### src/logic/seq_readout_pkg.sv
// Purpose: Shared constants and types for the sequencer result readout block
// Assumes: Wishbone classic slave, 32-bit data, 16-bit registers in the low half
// Notes: Register index times four gives the byte address
package seq_readout_pkg;

	// Bus geometry
	localparam int ADR_W = 10;
	localparam int IDX_LSB = 2;
	localparam int IDX_W = 8;

	// Register indices
	localparam logic [IDX_W-1:0] IDX_COPY = 8'hDF;
	localparam logic [IDX_W-1:0] IDX_COMP = 8'hE0;
	localparam logic [IDX_W-1:0] IDX_RES_FIRST = 8'hE1;
	localparam logic [IDX_W-1:0] IDX_RES_LAST = 8'hEF;
	localparam logic [IDX_W-1:0] IDX_CTRL = 8'hF0;
	localparam logic [IDX_W-1:0] IDX_IRQ_STAT = 8'hF1;
	localparam logic [IDX_W-1:0] IDX_IRQ_MASK = 8'hF2;

	// Channel and field layout
	localparam int CHAN_N = 15;
	localparam int CH_IDX_W = 4;
	localparam int RES_W = 15;
	localparam int FLAG_BIT = 14;
	localparam int VOLT_W = 12;
	localparam int PAR_BIT = 15;
	localparam logic MEAS_RES = 1'b0;
	localparam logic MEAS_VOLT = 1'b1;

	// Control register: bit 0 lets a sync edge copy results
	localparam int CTRL_SYNC_COPY = 0;
	localparam logic CTRL_SYNC_COPY_RST = 1'b1;

	// Interrupt status bits
	localparam int IRQ_N = 3;
	localparam int IRQ_HOST_COPY = 0;
	localparam int IRQ_SYNC_COPY = 1;
	localparam int IRQ_COMP_CHG = 2;

	// Parity sense: 1 makes the 16-bit word hold an odd count of ones
	localparam logic PAR_ODD = 1'b1;

	// Bus access sequencer
	typedef enum logic [2:0] {
		ST_IDLE = 3'b001,
		ST_FETCH = 3'b010,
		ST_ACK = 3'b100
	} bus_state_t;

	// Wishbone request from the master
	typedef struct packed {
		logic cyc;
		logic stb;
		logic we;
		logic [3:0] sel;
		logic [ADR_W-1:0] adr;
		logic [31:0] dat;
	} wb_req_t;

endpackage : seq_readout_pkg

### src/logic/parity_calc.sv
// Purpose: Parity bit over a data word
// Assumes: Purely combinational, sampled by the caller's register
// Notes: ODD selects whether word plus parity holds an odd count of ones
module parity_calc #(
	parameter int W = 15,
	parameter logic ODD = 1'b1
) (
	// Data in
	input wire logic [W-1:0] data_i,
	// Parity out
	output logic par_o
);

	// Reduction xor, inverted for odd sense
	assign par_o = (^data_i) ^ ODD;

endmodule : parity_calc

### src/logic/result_bank.sv
// Purpose: Per-channel result store with parallel load and registered read
// Assumes: Load wins over a flag clear in the same cycle
// Notes: Indices at or above N read as zero
module result_bank #(
	parameter int N = 15,
	parameter int W = 15,
	parameter int IW = 4,
	parameter int FLAG = 14
) (
	// Clock and reset
	input wire logic clk_i,
	input wire logic rst_i,
	// Parallel load from the result buffer
	input wire logic load_i,
	input wire logic [N-1:0][W-1:0] load_data_i,
	// Per-entry flag clear
	input wire logic [N-1:0] clr_flag_i,
	// Read port
	input wire logic rd_en_i,
	input wire logic [IW-1:0] rd_idx_i,
	output logic [W-1:0] rd_data_o
);

	logic [N-1:0][W-1:0] mem_q;

	// One entry per channel; a fresh load beats a clear
	for (genvar e = 0; e < N; e++) begin : g_entry
		always_ff @(posedge clk_i) begin
			if (rst_i) begin
				mem_q[e] <= '0;
			end else if (load_i) begin
				mem_q[e] <= load_data_i[e];
			end else if (clr_flag_i[e]) begin
				mem_q[e][FLAG] <= 1'b0;
			end
		end
	end

	// Registered read
	always_ff @(posedge clk_i) begin
		if (rst_i) begin
			rd_data_o <= '0;
		end else if (rd_en_i) begin
			rd_data_o <= (rd_idx_i < IW'(N)) ? mem_q[rd_idx_i] : '0;
		end
	end

endmodule : result_bank

### src/logic/sequencer_result_readout.sv
// Purpose: Result readout register group of a sensor sequencer on Wishbone
// Assumes: Result buffer, freshness, type and comparator inputs are synchronous
// Notes: Each access answers with ack two edges after the request is seen

// Function
// - Reading the copy trigger register loads the result buffer into result registers.
// - Comparator status bits 14..0 show each channel comparator output.
// - Fifteen result registers sit at consecutive indices, channel 1 lowest.
// - Resistance result holds the ratio value when fresh, otherwise zero.
// - Resistance value is unsigned 4.11 fixed point in bits 14..0.
// - Voltage result: bit 14 clear-on-read fresh flag, 13..12 zero, 11..0 value.
// - With sync copy enabled (reset default) a sync edge also copies.
// - Per-channel type bit: 0 resistance format, 1 voltage format.
module sequencer_result_readout (
	// Clock and reset
	input wire logic clk_i,
	input wire logic rst_i,
	// Wishbone slave
	input wire seq_readout_pkg::wb_req_t wb_i,
	output logic wb_ack_o,
	output logic [31:0] wb_dat_o,
	// Sequencer result buffer
	input wire logic [seq_readout_pkg::CHAN_N-1:0][seq_readout_pkg::RES_W-1:0] result_buf_i,
	input wire logic [seq_readout_pkg::CHAN_N-1:0] result_fresh_i,
	input wire logic [seq_readout_pkg::CHAN_N-1:0] measure_type_select_i,
	// Comparators and sync
	input wire logic [seq_readout_pkg::CHAN_N-1:0] comparator_i,
	input wire logic sync_i,
	// Interrupt
	output logic irq_o
);
	import seq_readout_pkg::*;

	bus_state_t state_q;
	logic req;
	logic [IDX_W-1:0] idx;
	logic [IDX_W-1:0] res_off;
	logic [CH_IDX_W-1:0] res_sel;
	logic is_res;
	logic acc;
	logic rd_acc;
	logic wr_acc;
	logic host_copy;
	logic sync_q;
	logic armed_q;
	logic sync_edge;
	logic sync_copy;
	logic copy;
	logic [CHAN_N-1:0][RES_W-1:0] load_data;
	logic [CHAN_N-1:0] clr_flag;
	logic [RES_W-1:0] bank_rd;
	logic [CHAN_N-1:0] comp_q;
	logic ctrl_sync_copy_q;
	logic [IRQ_N-1:0] irq_stat_q;
	logic [IRQ_N-1:0] irq_stat_d;
	logic [IRQ_N-1:0] irq_mask_q;
	logic [IRQ_N-1:0] irq_ev;
	logic [IRQ_N-1:0] irq_w1c;
	logic [RES_W-1:0] rdata;
	logic rpar;

	// Request decode from the held master signals
	assign req = wb_i.cyc & wb_i.stb;
	assign idx = wb_i.adr[ADR_W-1:IDX_LSB];
	assign res_off = idx - IDX_RES_FIRST;
	assign res_sel = res_off[CH_IDX_W-1:0];
	assign is_res = (idx >= IDX_RES_FIRST) && (idx <= IDX_RES_LAST);

	// Access takes effect at the edge that raises ack
	assign acc = (state_q == ST_FETCH);
	assign rd_acc = acc & ~wb_i.we;
	assign wr_acc = acc & wb_i.we;

	// Bus sequencer: idle, fetch (bank read settles), ack
	always_ff @(posedge clk_i) begin
		if (rst_i) begin
			state_q <= ST_IDLE;
		end else begin
			case (state_q)
				ST_IDLE: begin
					if (req) begin
						state_q <= ST_FETCH;
					end
				end
				ST_FETCH: begin
					state_q <= ST_ACK;
				end
				ST_ACK: begin
					state_q <= ST_IDLE;
				end
				default: begin
					state_q <= ST_IDLE;
				end
			endcase
		end
	end

	// Ack is high for exactly one cycle per access
	always_ff @(posedge clk_i) begin
		if (rst_i) begin
			wb_ack_o <= 1'b0;
		end else begin
			wb_ack_o <= acc;
		end
	end

	// Copy triggers: host read of the trigger register or an enabled sync edge
	assign host_copy = rd_acc && (idx == IDX_COPY);
	assign sync_edge = armed_q & (sync_i ^ sync_q);
	assign sync_copy = sync_edge & ctrl_sync_copy_q;
	assign copy = host_copy | sync_copy;

	// Sync history; armed blocks a false edge right after reset
	always_ff @(posedge clk_i) begin
		if (rst_i) begin
			sync_q <= 1'b0;
			armed_q <= 1'b0;
		end else begin
			sync_q <= sync_i;
			armed_q <= 1'b1;
		end
	end

	// Per-channel formatting of buffer data into result words
	for (genvar c = 0; c < CHAN_N; c++) begin : g_chan
		always_comb begin
			if (measure_type_select_i[c] == MEAS_VOLT) begin
				load_data[c] = {result_fresh_i[c], 2'b00,
					result_buf_i[c][VOLT_W-1:0]};
			end else if (result_fresh_i[c]) begin
				load_data[c] = result_buf_i[c];
			end else begin
				load_data[c] = '0;
			end
		end
		// Only a voltage-format read clears the fresh flag
		assign clr_flag[c] = rd_acc && is_res && (res_sel == CH_IDX_W'(c))
			&& (measure_type_select_i[c] == MEAS_VOLT);
	end

	// Result store for the fifteen channel registers
	result_bank #(
		.N(CHAN_N),
		.W(RES_W),
		.IW(CH_IDX_W),
		.FLAG(FLAG_BIT)
	) u_bank (
		.clk_i(clk_i),
		.rst_i(rst_i),
		.load_i(copy),
		.load_data_i(load_data),
		.clr_flag_i(clr_flag),
		.rd_en_i(req && (state_q == ST_IDLE)),
		.rd_idx_i(is_res ? res_sel : CH_IDX_W'(CHAN_N)),
		.rd_data_o(bank_rd)
	);

	// Comparator status follows the comparators every cycle
	always_ff @(posedge clk_i) begin
		if (rst_i) begin
			comp_q <= '0;
		end else begin
			comp_q <= comparator_i;
		end
	end

	// Control register: sync copy enable, set after reset
	always_ff @(posedge clk_i) begin
		if (rst_i) begin
			ctrl_sync_copy_q <= CTRL_SYNC_COPY_RST;
		end else if (wr_acc && (idx == IDX_CTRL) && wb_i.sel[0]) begin
			ctrl_sync_copy_q <= wb_i.dat[CTRL_SYNC_COPY];
		end
	end

	// Interrupt events and write-one-to-clear; a new event beats its clear
	assign irq_ev[IRQ_HOST_COPY] = host_copy;
	assign irq_ev[IRQ_SYNC_COPY] = sync_copy;
	assign irq_ev[IRQ_COMP_CHG] = armed_q && (comp_q != comparator_i);
	assign irq_w1c = (wr_acc && (idx == IDX_IRQ_STAT) && wb_i.sel[0])
		? wb_i.dat[IRQ_N-1:0] : '0;
	assign irq_stat_d = (irq_stat_q & ~irq_w1c) | irq_ev;

	// Sticky status and mask registers
	always_ff @(posedge clk_i) begin
		if (rst_i) begin
			irq_stat_q <= '0;
			irq_mask_q <= '0;
		end else begin
			irq_stat_q <= irq_stat_d;
			if (wr_acc && (idx == IDX_IRQ_MASK) && wb_i.sel[0]) begin
				irq_mask_q <= wb_i.dat[IRQ_N-1:0];
			end
		end
	end

	// Interrupt level from the registered status
	always_ff @(posedge clk_i) begin
		if (rst_i) begin
			irq_o <= 1'b0;
		end else begin
			irq_o <= |(irq_stat_q & irq_mask_q);
		end
	end

	// Read mux; unmapped indices and the trigger read as zero
	always_comb begin
		rdata = '0;
		if (idx == IDX_COPY) begin
			rdata = '0;
		end else if (idx == IDX_COMP) begin
			rdata = comp_q;
		end else if (is_res) begin
			rdata = bank_rd;
		end else if (idx == IDX_CTRL) begin
			rdata[CTRL_SYNC_COPY] = ctrl_sync_copy_q;
		end else if (idx == IDX_IRQ_STAT) begin
			rdata[IRQ_N-1:0] = irq_stat_q;
		end else if (idx == IDX_IRQ_MASK) begin
			rdata[IRQ_N-1:0] = irq_mask_q;
		end
	end

	// Parity over the fifteen data bits
	parity_calc #(
		.W(RES_W),
		.ODD(PAR_ODD)
	) u_par (
		.data_i(rdata),
		.par_o(rpar)
	);

	// Read data register; bit 15 is parity, upper half zero
	always_ff @(posedge clk_i) begin
		if (rst_i) begin
			wb_dat_o <= '0;
		end else if (rd_acc) begin
			wb_dat_o <= {16'h0000, rpar, rdata};
		end else if (acc) begin
			wb_dat_o <= '0;
		end
	end
endmodule : sequencer_result_readout

### config.mk
export PLATFORM = sky130hd
export DESIGN_NAME = sequencer_result_readout
export DESIGN_NICKNAME = d
export VERILOG_FILES = /design/src/logic/seq_readout_pkg.sv /design/src/logic/parity_calc.sv /design/src/logic/result_bank.sv /design/src/logic/sequencer_result_readout.sv
export SDC_FILE = /design/constraint.sdc
export NUM_CORES = 1
export LEC_CHECK = 0
export BUFFER_PORTS_ARGS = -buffer_cell sky130_fd_sc_hd__buf_4
export CAP_MARGIN = 20
export CORE_MARGIN = 3
export CORE_UTILIZATION = 25
export CTS_CLUSTER_SIZE = 10
export DETAILED_ROUTE_END_ITERATION = 8
export GPL_ROUTABILITY_DRIVEN = 0
export GPL_TIMING_DRIVEN = 0
export MAX_ROUTING_LAYER = met4
export PLACE_DENSITY_LB_ADDON = 0.05
export SLEW_MARGIN = 10
export SYNTH_ARGS = -nofsm -noshare
export SYNTH_HDL_FRONTEND = slang
export SYNTH_SLANG_ARGS = --single-unit
### constraint.sdc
create_clock -name clk_i -period 5.02 [get_ports clk_i]
set_clock_uncertainty 0.05 [all_clocks]
set_input_delay 0.753 -clock clk_i [delete_from_list [all_inputs] [get_ports clk_i]]
set_output_delay 0.753 -clock clk_i [all_outputs]
set_load 0.02 [all_outputs]
== Yosys cells after proc, flatten, opt, wreduce, memory -nomap -nowiden ==
Index checks and enable logic that the tools add are counted.

* Output and inout port bits: 34
* Input bits: 322
* Word-level logic and storage cells: 220
* Bits in read-only memories: 0
* Register bits: 285
* Memories: 0
* Bits in latches: 0
* Memory bits (writable): 0

* Add/subtract/negate cells: 1
* Eq/ne operators: 23
* Muxes and demuxes: 78
* Shifts and indexed selects: 0
* Divide/modulo/power cells: 0
* Multipliers: 0
* Reductions and logical operators: 60
* Bitwise logic cells: 13
* Magnitude comparators: 4

{| class="wikitable"
|+ Operator list
! operator !! number
|-
| two-way mux 15 bit || 34
|-
| binary-select mux 15 bit (select 4 bit) || 1
|-
| logical AND 1 bit || 41
|-
| equality test 8 bit (second input constant) || 5
|-
| two-way mux 1 bit || 32
|-
| two-way mux 16 bit || 2
|-
| nonzero test 2 bit || 16
|-
| equality test 4 bit (second input constant) || 7
|-
| equality test 4 x 3 -> 1 bit (second input constant) || 4
|-
| two-way mux 3 bit || 5
|-
| != test 15 bit || 1
|-
| XOR reduction 15 bit || 1
|-
| two-way mux 12 bit || 1
|-
| equality test 4 x 2 -> 1 bit (second input constant) || 2
|-
| >= comparator 8 bit (second input constant) || 1
|-
| less-or-equal comparator 8 bit (second input constant) || 1
|-
| bitwise AND 3 bit || 2
|-
| one-hot mux 3 bit (2 select lines) || 1
|-
| bitwise AND 1 bit || 5
|-
| less-than comparator 4 x 5 -> 1 bit (second input constant) || 1
|-
| equality test 4 x 1 -> 1 bit (second input constant) || 1
|-
| logical NOT 4 bit || 1
|-
| less-than comparator 4 bit (second input constant) || 1
|-
| two-way mux 4 bit || 1
|-
| 11 further kinds || 12
|}

== Logic depth before layout (Yosys ltp) ==
Gate-level depths: netlist of run 1.

* Word-level depth: 10
* Gate-level depth with buffers: 13
* Mapped depth without buffers: 10

== Modules after synthesis ==
From an unflattened synthesis of run 1, not the netlist that was laid out.

* Cells, all modules: 1,496
* Area, all modules: 14,391.3 µm²

{| class="wikitable"
|+ By module, submodules not included
! module !! cells an instance !! seq. area each (µm²) !! area each (µm²) !! times used
|-
| result_bank || 936 || 4,804.6 || 10,203.5 || 1
|-
| sequencer_result_readout || 549 || 900.9 || 4,050.1 || 1
|-
| parity_calc || 11 || 0.0 || 137.6 || 1
|}

== Worst setup path after synthesis of run 1 ==
OpenSTA, ideal clock, no wires.

* Path type: input to register
* From: input port wb_i[34] (netlist bit)
* To: register wb_dat_o[15]
* Setup time: 59 ps
* Required time: 4,911 ps
* Arrival: 3,202 ps
* Path buffers: 2
* Stages: 12
* Slack: 1,709 ps
* Path through: inv_2 clkbuf_1 ha_1 nor3b_4 buf_6 a311oi_1 o21a_1 o211a_1 o211a_1 or4_1 mux2i_1 a31o_1

* Word-level cells in the longest chain between the ends: 10
* Elaborated cells on any way between the ends: 19
* Classes of those cells: order compare (2); eq/ne (5); mux (9); bitwise (1); reduce/logical (2)

{| class="wikitable"
|+ RTL lines
! element !! RTL line !! text
|-
| start: declaration || sequencer_result_readout.sv:19 || <nowiki>input wire seq_readout_pkg::wb_req_t wb_i,</nowiki>
|-
| equality test 8 bit || sequencer_result_readout.sv:219 || <nowiki>end else if (idx == IDX_IRQ_MASK) begin</nowiki>
|-
| two-way mux 3 bit || sequencer_result_readout.sv:219 ||
|-
| two-way mux 3 bit || sequencer_result_readout.sv:217 || <nowiki>end else if (idx == IDX_IRQ_STAT) begin</nowiki>
|-
| two-way mux 1 bit or two-way mux 2 bit (tied branches) || sequencer_result_readout.sv:215 || <nowiki>end else if (idx == IDX_CTRL) begin</nowiki>
|-
| two-way mux 3 bit || sequencer_result_readout.sv:213 || <nowiki>end else if (is_res) begin</nowiki>
|-
| two-way mux 15 bit || sequencer_result_readout.sv:211 || <nowiki>end else if (idx == IDX_COMP) begin</nowiki>
|-
| two-way mux 15 bit (*) || sequencer_result_readout.sv:209 || <nowiki>if (idx == IDX_COPY) begin</nowiki>
|-
| XOR reduction 15 bit (*) || parity_calc.sv:15 || <nowiki>assign par_o = (^data_i) ^ ODD;</nowiki>
|-
| inverter 1 bit (no source line) (*) || n/a ||
|-
| two-way mux 16 bit (*) || sequencer_result_readout.sv:237 || <nowiki>end else if (rd_acc) begin</nowiki>
|-
| end signal: assignment || sequencer_result_readout.sv:238 || <nowiki>wb_dat_o <= {16'h0000, rpar, rdata};</nowiki>
|-
| end: declaration || sequencer_result_readout.sv:21 || <nowiki>output logic [31:0] wb_dat_o,</nowiki>
|}

Every way passes the cells marked *; elsewhere a longest branch is shown, timed or not.
A chain may end at the register's enable or synchronous reset.

== Worst setup path in the final report of run 1 ==
* From: input port wb_i[34] (netlist bit)
* To: register u_bank.rd_data_o[14]

* Word-level cells in the longest chain between the ends: 6
* Elaborated cells on any way between the ends: 9
* Classes of those cells: add/sub (1); order compare (3); mux (4); reduce/logical (1)

{| class="wikitable"
|+ RTL lines
! element !! RTL line !! text
|-
| >= comparator 8 bit or less-or-equal comparator 8 bit (tied branches) || sequencer_result_readout.sv:67 || <nowiki>assign is_res = (idx >= IDX_RES_FIRST) && (idx <= IDX_RES_LAST);</nowiki>
|-
| logical AND 1 bit || sequencer_result_readout.sv:67 ||
|-
| two-way mux 4 bit (*) || sequencer_result_readout.sv:154 || <nowiki>.rd_idx_i(is_res ? res_sel : CH_IDX_W'(CHAN_N)),</nowiki>
|-
| binary-select mux 15 bit (select 4 bit) || result_bank.sv:44 || <nowiki>rd_data_o <= (rd_idx_i < IW'(N)) ? mem_q[rd_idx_i] : '0;</nowiki>
|-
| two-way mux 15 bit (not written as such) || result_bank.sv:44 ||
|-
| two-way mux 15 bit (*) || result_bank.sv:44 ||
|-
| end signal: assignment || result_bank.sv:44 ||
|-
| end: declaration || result_bank.sv:21 || <nowiki>output logic [W-1:0] rd_data_o</nowiki>
|}

Every way passes the cells marked *; elsewhere a longest branch is shown, timed or not. The select of a mux whose other input is x is not followed.

==> results of run 1 <==
synth_stat cells (16+ instances only):
cell type / n
o21ai_0: 18
nand2_1: 325
and3_1: 16
buf_2: 28
buf_4: 17
clkbuf_1: 118
o211ai_1: 17
mux2i_1: 16
dfxtp_1: 285
a211oi_1: 29
or2_2: 18
xor2_1: 19
a21oi_1: 283
nand4b_1: 31
a221oi_1: 25
nand3_1: 285
nor2_1: 50
nor2b_1: 29
routing by layer:
metal	vias to the layer above	GRT usage, %	share of wire [%]
li1	6986	-	-
met1	6942	31.7	46
met2	520	36.1	45
met3	108	2.73	5.6
met4	0	7.11	3.0
met5	-	-	0
cells by family (layout without fill, tap and decap cells):
group	count (synthesis)	after routing	synth area share [%]
muxes	18	18	1.35
buffers and inverters	182	539	6.05
adders and majority gates	5	5	0.462
other	1	16	0.0277
AOI/OAI and AO/OA	452	452	20.3
xor gates and xnor gates	24	24	1.61
DFF	285	285	42.1
and+or+nand+nor	795	795	28.1
sequential cells by signal, summed over array words and instances, names as in the netlist, 3 cells and up:
register,count
irq_stat_q,3
comp_q,15
u_bank.mem_q,225
wb_dat_o,16
irq_mask_q,3
u_bank.rd_data_o,15
state_q,3
metrics by stage:
stage | setup slack [ns] | total power (uW)
6_report | 0.317 | 5660
3_5_place_dp | -0.211 | 3240
5_1_grt | 0.0421 | 5880
4_1_cts | 0.353 | 5710
2_1_floorplan | 1.71 | 2810
3_3_place_gp | -0.221 | 3240
area by class of cell:
| cell class | instances | area [um2] |
|---|---|---|
| clock inverters | 3 | 22.5 |
| repair buffers | 304 | 2280 |
| well taps | 688 | 861 |
| flip-flops and latches | 285 | 5710 |
| clock buffers | 50 | 1060 |
| fillers | 5740 | 35200 |
| plain buffers | 171 | 778 |
| inverters | 11 | 41.3 |
| multi-input cells | 1310 | 7080 |
power by group:
group          internal, uW  leakage (uW)  switching (uW)
registers              2360       0.00232            68.2
clock network          1460      0.000538             998
logic                   302       0.00371             473
total                  4120       0.00657            1540
final timing paths:
| check | startpoint | to |
|---|---|---|
| setup / recovery | wb_i[34] | u_bank.rd_data_o[14] |
| setup reg to reg | state_q[2] | u_bank.mem_q[74] |
| hold / removal | sync_i | sync_q |
| hold reg to reg | u_bank.mem_q[214] | u_bank.mem_q[214] |
==> run metrics, run 1 <==
slew margin rel.=31.8%; Horiz. Die Dim=about 240 um; Worst-path clk slew=roughly 0.060 ns; pin count of the biggest net entering global routing=13; Post-Syn Instances=between 1,500 and 2,000; CP most frequent cell=clkbuf_1; Top FF cell, synth=dfxtp_1; Power Density=roughly 320 nW/um2; Hold Vio Cnt, Final=0; number of synthesized flops with an enable pin=0; TNS Setup=0 ns; Setup Crit Path Kind=primary input to register; total CTS buffers=36; CP max FO=12; Post-CTS Hold Buffers=0; Post-DP Area=roughly 17,000 um2; DP Cell Count=2,769; Via Count=14,600; commonest non-fill, non-tap cell in the layout=nand2_1; final hold slack=about 0.4 ns; RSZ-0062 raised after global routing=no; first-pass GRT wire length=95,100 um; core area=roughly 53,000 um2; Layout Nets=2,446; CP peak stage delay=roughly 0.7 ns; yosys warns=0; Avg Synthesized Cell Area=7.69 um2; reg2reg path depth=10; Max Cap Viol=0; most frequent cells in the layout=325 x nand2_1, 321 x buf_4, 285 x nand3_1, 285 x dfxtp_1, 283 x a21oi_1; synth top area cells=dfxtp_1 42%, nand3_1 11%, a21oi_1 10%; die area=57,000 um2; via density per instance=between 5 and 6; Clock Latency Late Sink=0.55 ns; Synth async-reset ratio=0%; VDD IR max=~0.22 mV; CTS tree=yes; initial antenna violation count=0; Crit. End Element=register; drt first-iter violations=about 1,100; DP HPWL=53,600 um; Netlist cell types=63; num rows=84; post-cts repair resize count=0; Seq cells post-synth=roughly 290; worst path required time=5.37 ns; Die H=about 240 um; ant diodes=0; initial core utilization=25.5%; critical path depth=11; Hold Crit Class=primary input to register; register area share after synthesis=42.1%; clk sinks=approximately 290; Final Instance Area=17,800 um2; Critical-path top delay cell=xor2_2; CP Launch Type=primary input; Worst Hold Depth=2; clock period minus worst slack=~4.7 ns; Root Driver=clkbuf_16; Max Transition Viols Final=0; status=complete, no violations; post-route ant nets=0; postcts setup bufs=0; Global Route Usage Sum=between 20% and 30%; layout cell share with drive strength beyond 1=20.2%; vias in the first global route=around 14,000; Util after Layout=between 30 and 40%; Synth Cell Area=approximately 14,000 um2; Max Root-Sink Buffers=3; Worst Path Buf+Inv=4; num ports=roughly 360; Yosys top cell by area=dfxtp_1; Remaining Overflow, GRT=0; Port Buffer Count=between 300 and 400; WL/cell=about 23 um; crit-path cells=buf_4 -> inv_2 -> clkbuf_1 -> ha_1 -> xor2_2 -> nor2_1 -> clkbuf_1 -> a221oi_1 -> a311oi_1 -> o311ai_0 -> a21oi_1; total wire length=between 60,000 and 70,000 um; CP delay by family, top=compound AO/OA/AOI/OAI gates; synth-to-layout area growth=31.6%; fin crit share=between 90 and 100%; drt drc=0; Leak=between 0.006 and 0.007 uW; router iterations before antenna repair=8; CP Data Arrival Time=between 5 and 6 ns; CTS HTree Levels=2; Peak Freq=0.213 GHz; Yosys top cell area share=a little over two fifths; R2R setup slack=approximately 1.5 ns; Final Setup Violations=0; Non-Filler Instances=2,822; worst slew pin tran=about 1.0 ns
(Power assumes the default switching activity.)
==> run 2: changes to the inputs <==
--- a/config.mk
+++ b/config.mk
@@ -9,6 +9,7 @@
 export CAP_MARGIN = 20
 export CORE_MARGIN = 3
 export CORE_UTILIZATION = 25
+export CTS_BUF_LIST = sky130_fd_sc_hd__clkbuf_4
 export CTS_CLUSTER_SIZE = 10
 export DETAILED_ROUTE_END_ITERATION = 8
 export GPL_ROUTABILITY_DRIVEN = 0
==> constraint.sdc (replaced) <==
create_clock -name clk_i -period 5.15 [get_ports clk_i]
set_clock_uncertainty 0.05 [all_clocks]
set_input_delay 0.7725 -clock clk_i [delete_from_list [all_inputs] [get_ports clk_i]]
set_output_delay 0.7725 -clock clk_i [all_outputs]
set_load 0.02 [all_outputs]
==> run 2 against run 1 <==
  * Flip-flop and latch count unchanged
  * Worst hold slack worse by 0.23 ns
  * Non-clock buffer count stayed put
  * First-iteration DRC count shrank 4.4%
  * Clock power down 5%
  * Routed wire length rose by 0.96%
  * Critical path depth unchanged
  * Via count up 2.3%
  * Worst setup slack improved by 0.27 ns
  * Sequential power decreased by 2%
  * Core utilization rose by 0.080 points
==> run metrics, run 2 (synthesis results as in run 1) <==
Final Instance Area=17,900 um2 (+0.24%); CTS tree=yes; Post-DP Area=16,700 um2 (unchanged); post-route ant nets=0 (unchanged); Critical-path top delay cell=o311ai_0; via density per instance=5.11 (-1.0%); Pint=3900 uW (-5.4%); Layout Nets=2,495 (+2.0%); pre-CTS setup slack=-0.101 ns (+0.110 ns); CP max FO=12 (unchanged); Hold Vio Cnt, Final=0 (unchanged); Remaining Overflow, GRT=0 (unchanged); sequential share of power=43.3% (+0.5 points); CP Data Arrival Time=5.15 ns (+0.10 ns); TNS Setup=0 ns (unchanged); initial antenna violation count=1 (+1); Hold Crit Class=primary input to register; Root Driver=clkbuf_4; vias in the first global route=14,800 (+2.9%); status=complete, no violations; layout cell share with drive strength beyond 1=23.1% (+2.9 points); Via Count=14,900 (+2.3%); worst path required time=5.73 ns (+0.36 ns); Leak=0.00669 uW (+1.9%); pin count of the biggest net entering global routing=13 (unchanged); worst slew pin tran=1.01 ns (-0.00793 ns); Power Density=305 nW/um2 (-3.8%); Peak Freq=roughly 0.22 GHz; Net Switching=1560 uW (+1.2%); Die H=239 um (unchanged); Max Transition Viols Final=0 (unchanged); most frequent cells in the layout=325 x nand2_1, 321 x buf_4, 285 x nand3_1, 285 x dfxtp_1, 283 x a21oi_1; CP Launch Type=primary input; Crit. End Element=register; Post-CTS Hold Buffers=0 (unchanged); postcts setup bufs=0 (unchanged); synth-to-layout area growth=32.0%; Non-Filler Instances=2,915 (+3.3%); Sw Share=28.6% (+1.4 points); Final Setup Violations=0 (unchanged); overall power=5450 uW (-3.6%); Max Root-Sink Buffers=3 (unchanged); initial core utilization=25.5% (unchanged); drt drc=0 (unchanged); total wire length=66,900 um (+0.96%); post-cts repair resize count=0 (unchanged); CTS HTree Levels=3 (+1); num rows=84 (unchanged); DP Cell Count=2,769 (unchanged); Worst-path clk slew=0.06 ns (about the same); commonest non-fill, non-tap cell in the layout=nand2_1; WL/cell=22.9 um (-2.3%); Clock Latency Late Sink=0.83 ns (+0.28 ns); Port Buffer Count=303 (unchanged); clk sinks=285 (unchanged); drt first-iter violations=1,076 (-4.4%); Horiz. Die Dim=239 um (unchanged); router iterations before antenna repair=8 (unchanged); Setup Crit Path Kind=primary input to register; slew margin rel.=32.3% (+0.53 points); CP most frequent cell=clkbuf_1; first-pass GRT wire length=95,800 um (+0.73%); die area=57,000 um2 (unchanged); number of flip-flops under the largest register name=225 (unchanged); clock network power share=42.8% (-0.7 points); Biggest register=u_bank.mem_q; core area=53,100 um2 (unchanged); Comb pwr share=13.9% (+0.2 points); VDD IR max=0.141 mV (-37%); DP HPWL=53,600 um (unchanged); top flop regs=u_bank.mem_q (225), wb_dat_o (16); setup ws final=0.584 ns (+0.268 ns); total CTS buffers=85 (+140%); Max Cap Viol=0 (unchanged); CP peak stage delay=0.78 ns (+0.06 ns); clock period minus worst slack=4.57 ns; crit-path cells=buf_4 -> inv_2 -> clkbuf_1 -> ha_1 -> xor2_2 -> nor2_1 -> clkbuf_1 -> a221oi_1 -> nor3_1 -> o311ai_0 -> a21oi_1; Global Route Usage Sum=23.5% (+0.23 points); RSZ-0062 raised after global routing=no; num ports=356 (unchanged); fin crit share=88.7%
==> run 2: cell types whose count changed in the layout (fill, tap and decap cells not counted), sizes merged <==
cell and delta:
inv -1, diode +2, clkbuf +76, clkinv +12, bufinv +4
==> run 2: worst max-delay path, delay by kind of cell <==
kind | cells | cell delay [ns]
AOI/OAI and AO/OA | 3 | 1.37
buffers and inverters | 4 | 1.26
xor gates and xnor gates | 1 | 0.74
and+or+nand+nor | 2 | 0.59
adders and majority gates | 1 | 0.40
==> run 2: per-layer routing <==
metal | wire length (um) | GRT usage (%) | share of wire, %
met1 | 30900 | 31.4 | 46
met2 | 30300 | 36.4 | 45
met3 | 3800 | 4.01 | 5.7
met4 | 1860 | 6.95 | 2.8
met5 | 0 | - | 0
==> run 2: worst paths after layout <==
check / startpoint / endpoint / slack [ns] / cells after the start
hold / removal: result_buf_i[33] / u_bank.mem_q[33] / 0.16 / 3
setup / recovery: wb_i[34] / u_bank.rd_data_o[12] / 0.58 / 11
hold reg to reg: u_bank.mem_q[214] / u_bank.mem_q[214] / 0.40 / 2
setup reg to reg: state_q[2] / u_bank.mem_q[74] / 1.71 / 10
==> run 2: power groups by stage <==
stage	Clock, uW	Sequential [uW]	Combinational [uW]
5_1_grt	2520	2370	820
3_3_place_gp	0	2410	749
6_report	2340	2360	757
4_1_cts	2400	2360	757
2_1_floorplan	0	2380	363
3_5_place_dp	0	2410	754
==> run 2: area by class of cell <==
| cell class | count | area, um2 |
|---|---|---|
| diodes | 2 | 5.00 |
| inverters | 11 | 41.3 |
| repair buffers | 304 | 2280 |
| flip-flops and latches | 285 | 5710 |
| well taps | 688 | 861 |
| clock inverters | 18 | 179 |
| clock buffers | 126 | 946 |
| plain buffers | 171 | 778 |
| multi-input cells | 1310 | 7080 |
| fillers | 5803 | 35200 |
==> run 2: stage by stage <==
stage / utilization, % / hold slack (ns)
floorplan: - / 0.377
global placement: 31.5 / 0.389
detailed placement: 31.5 / 0.394
CTS: 33.7 / 0.103
global route: 33.7 / 0.114
finish: 33.7 / 0.163
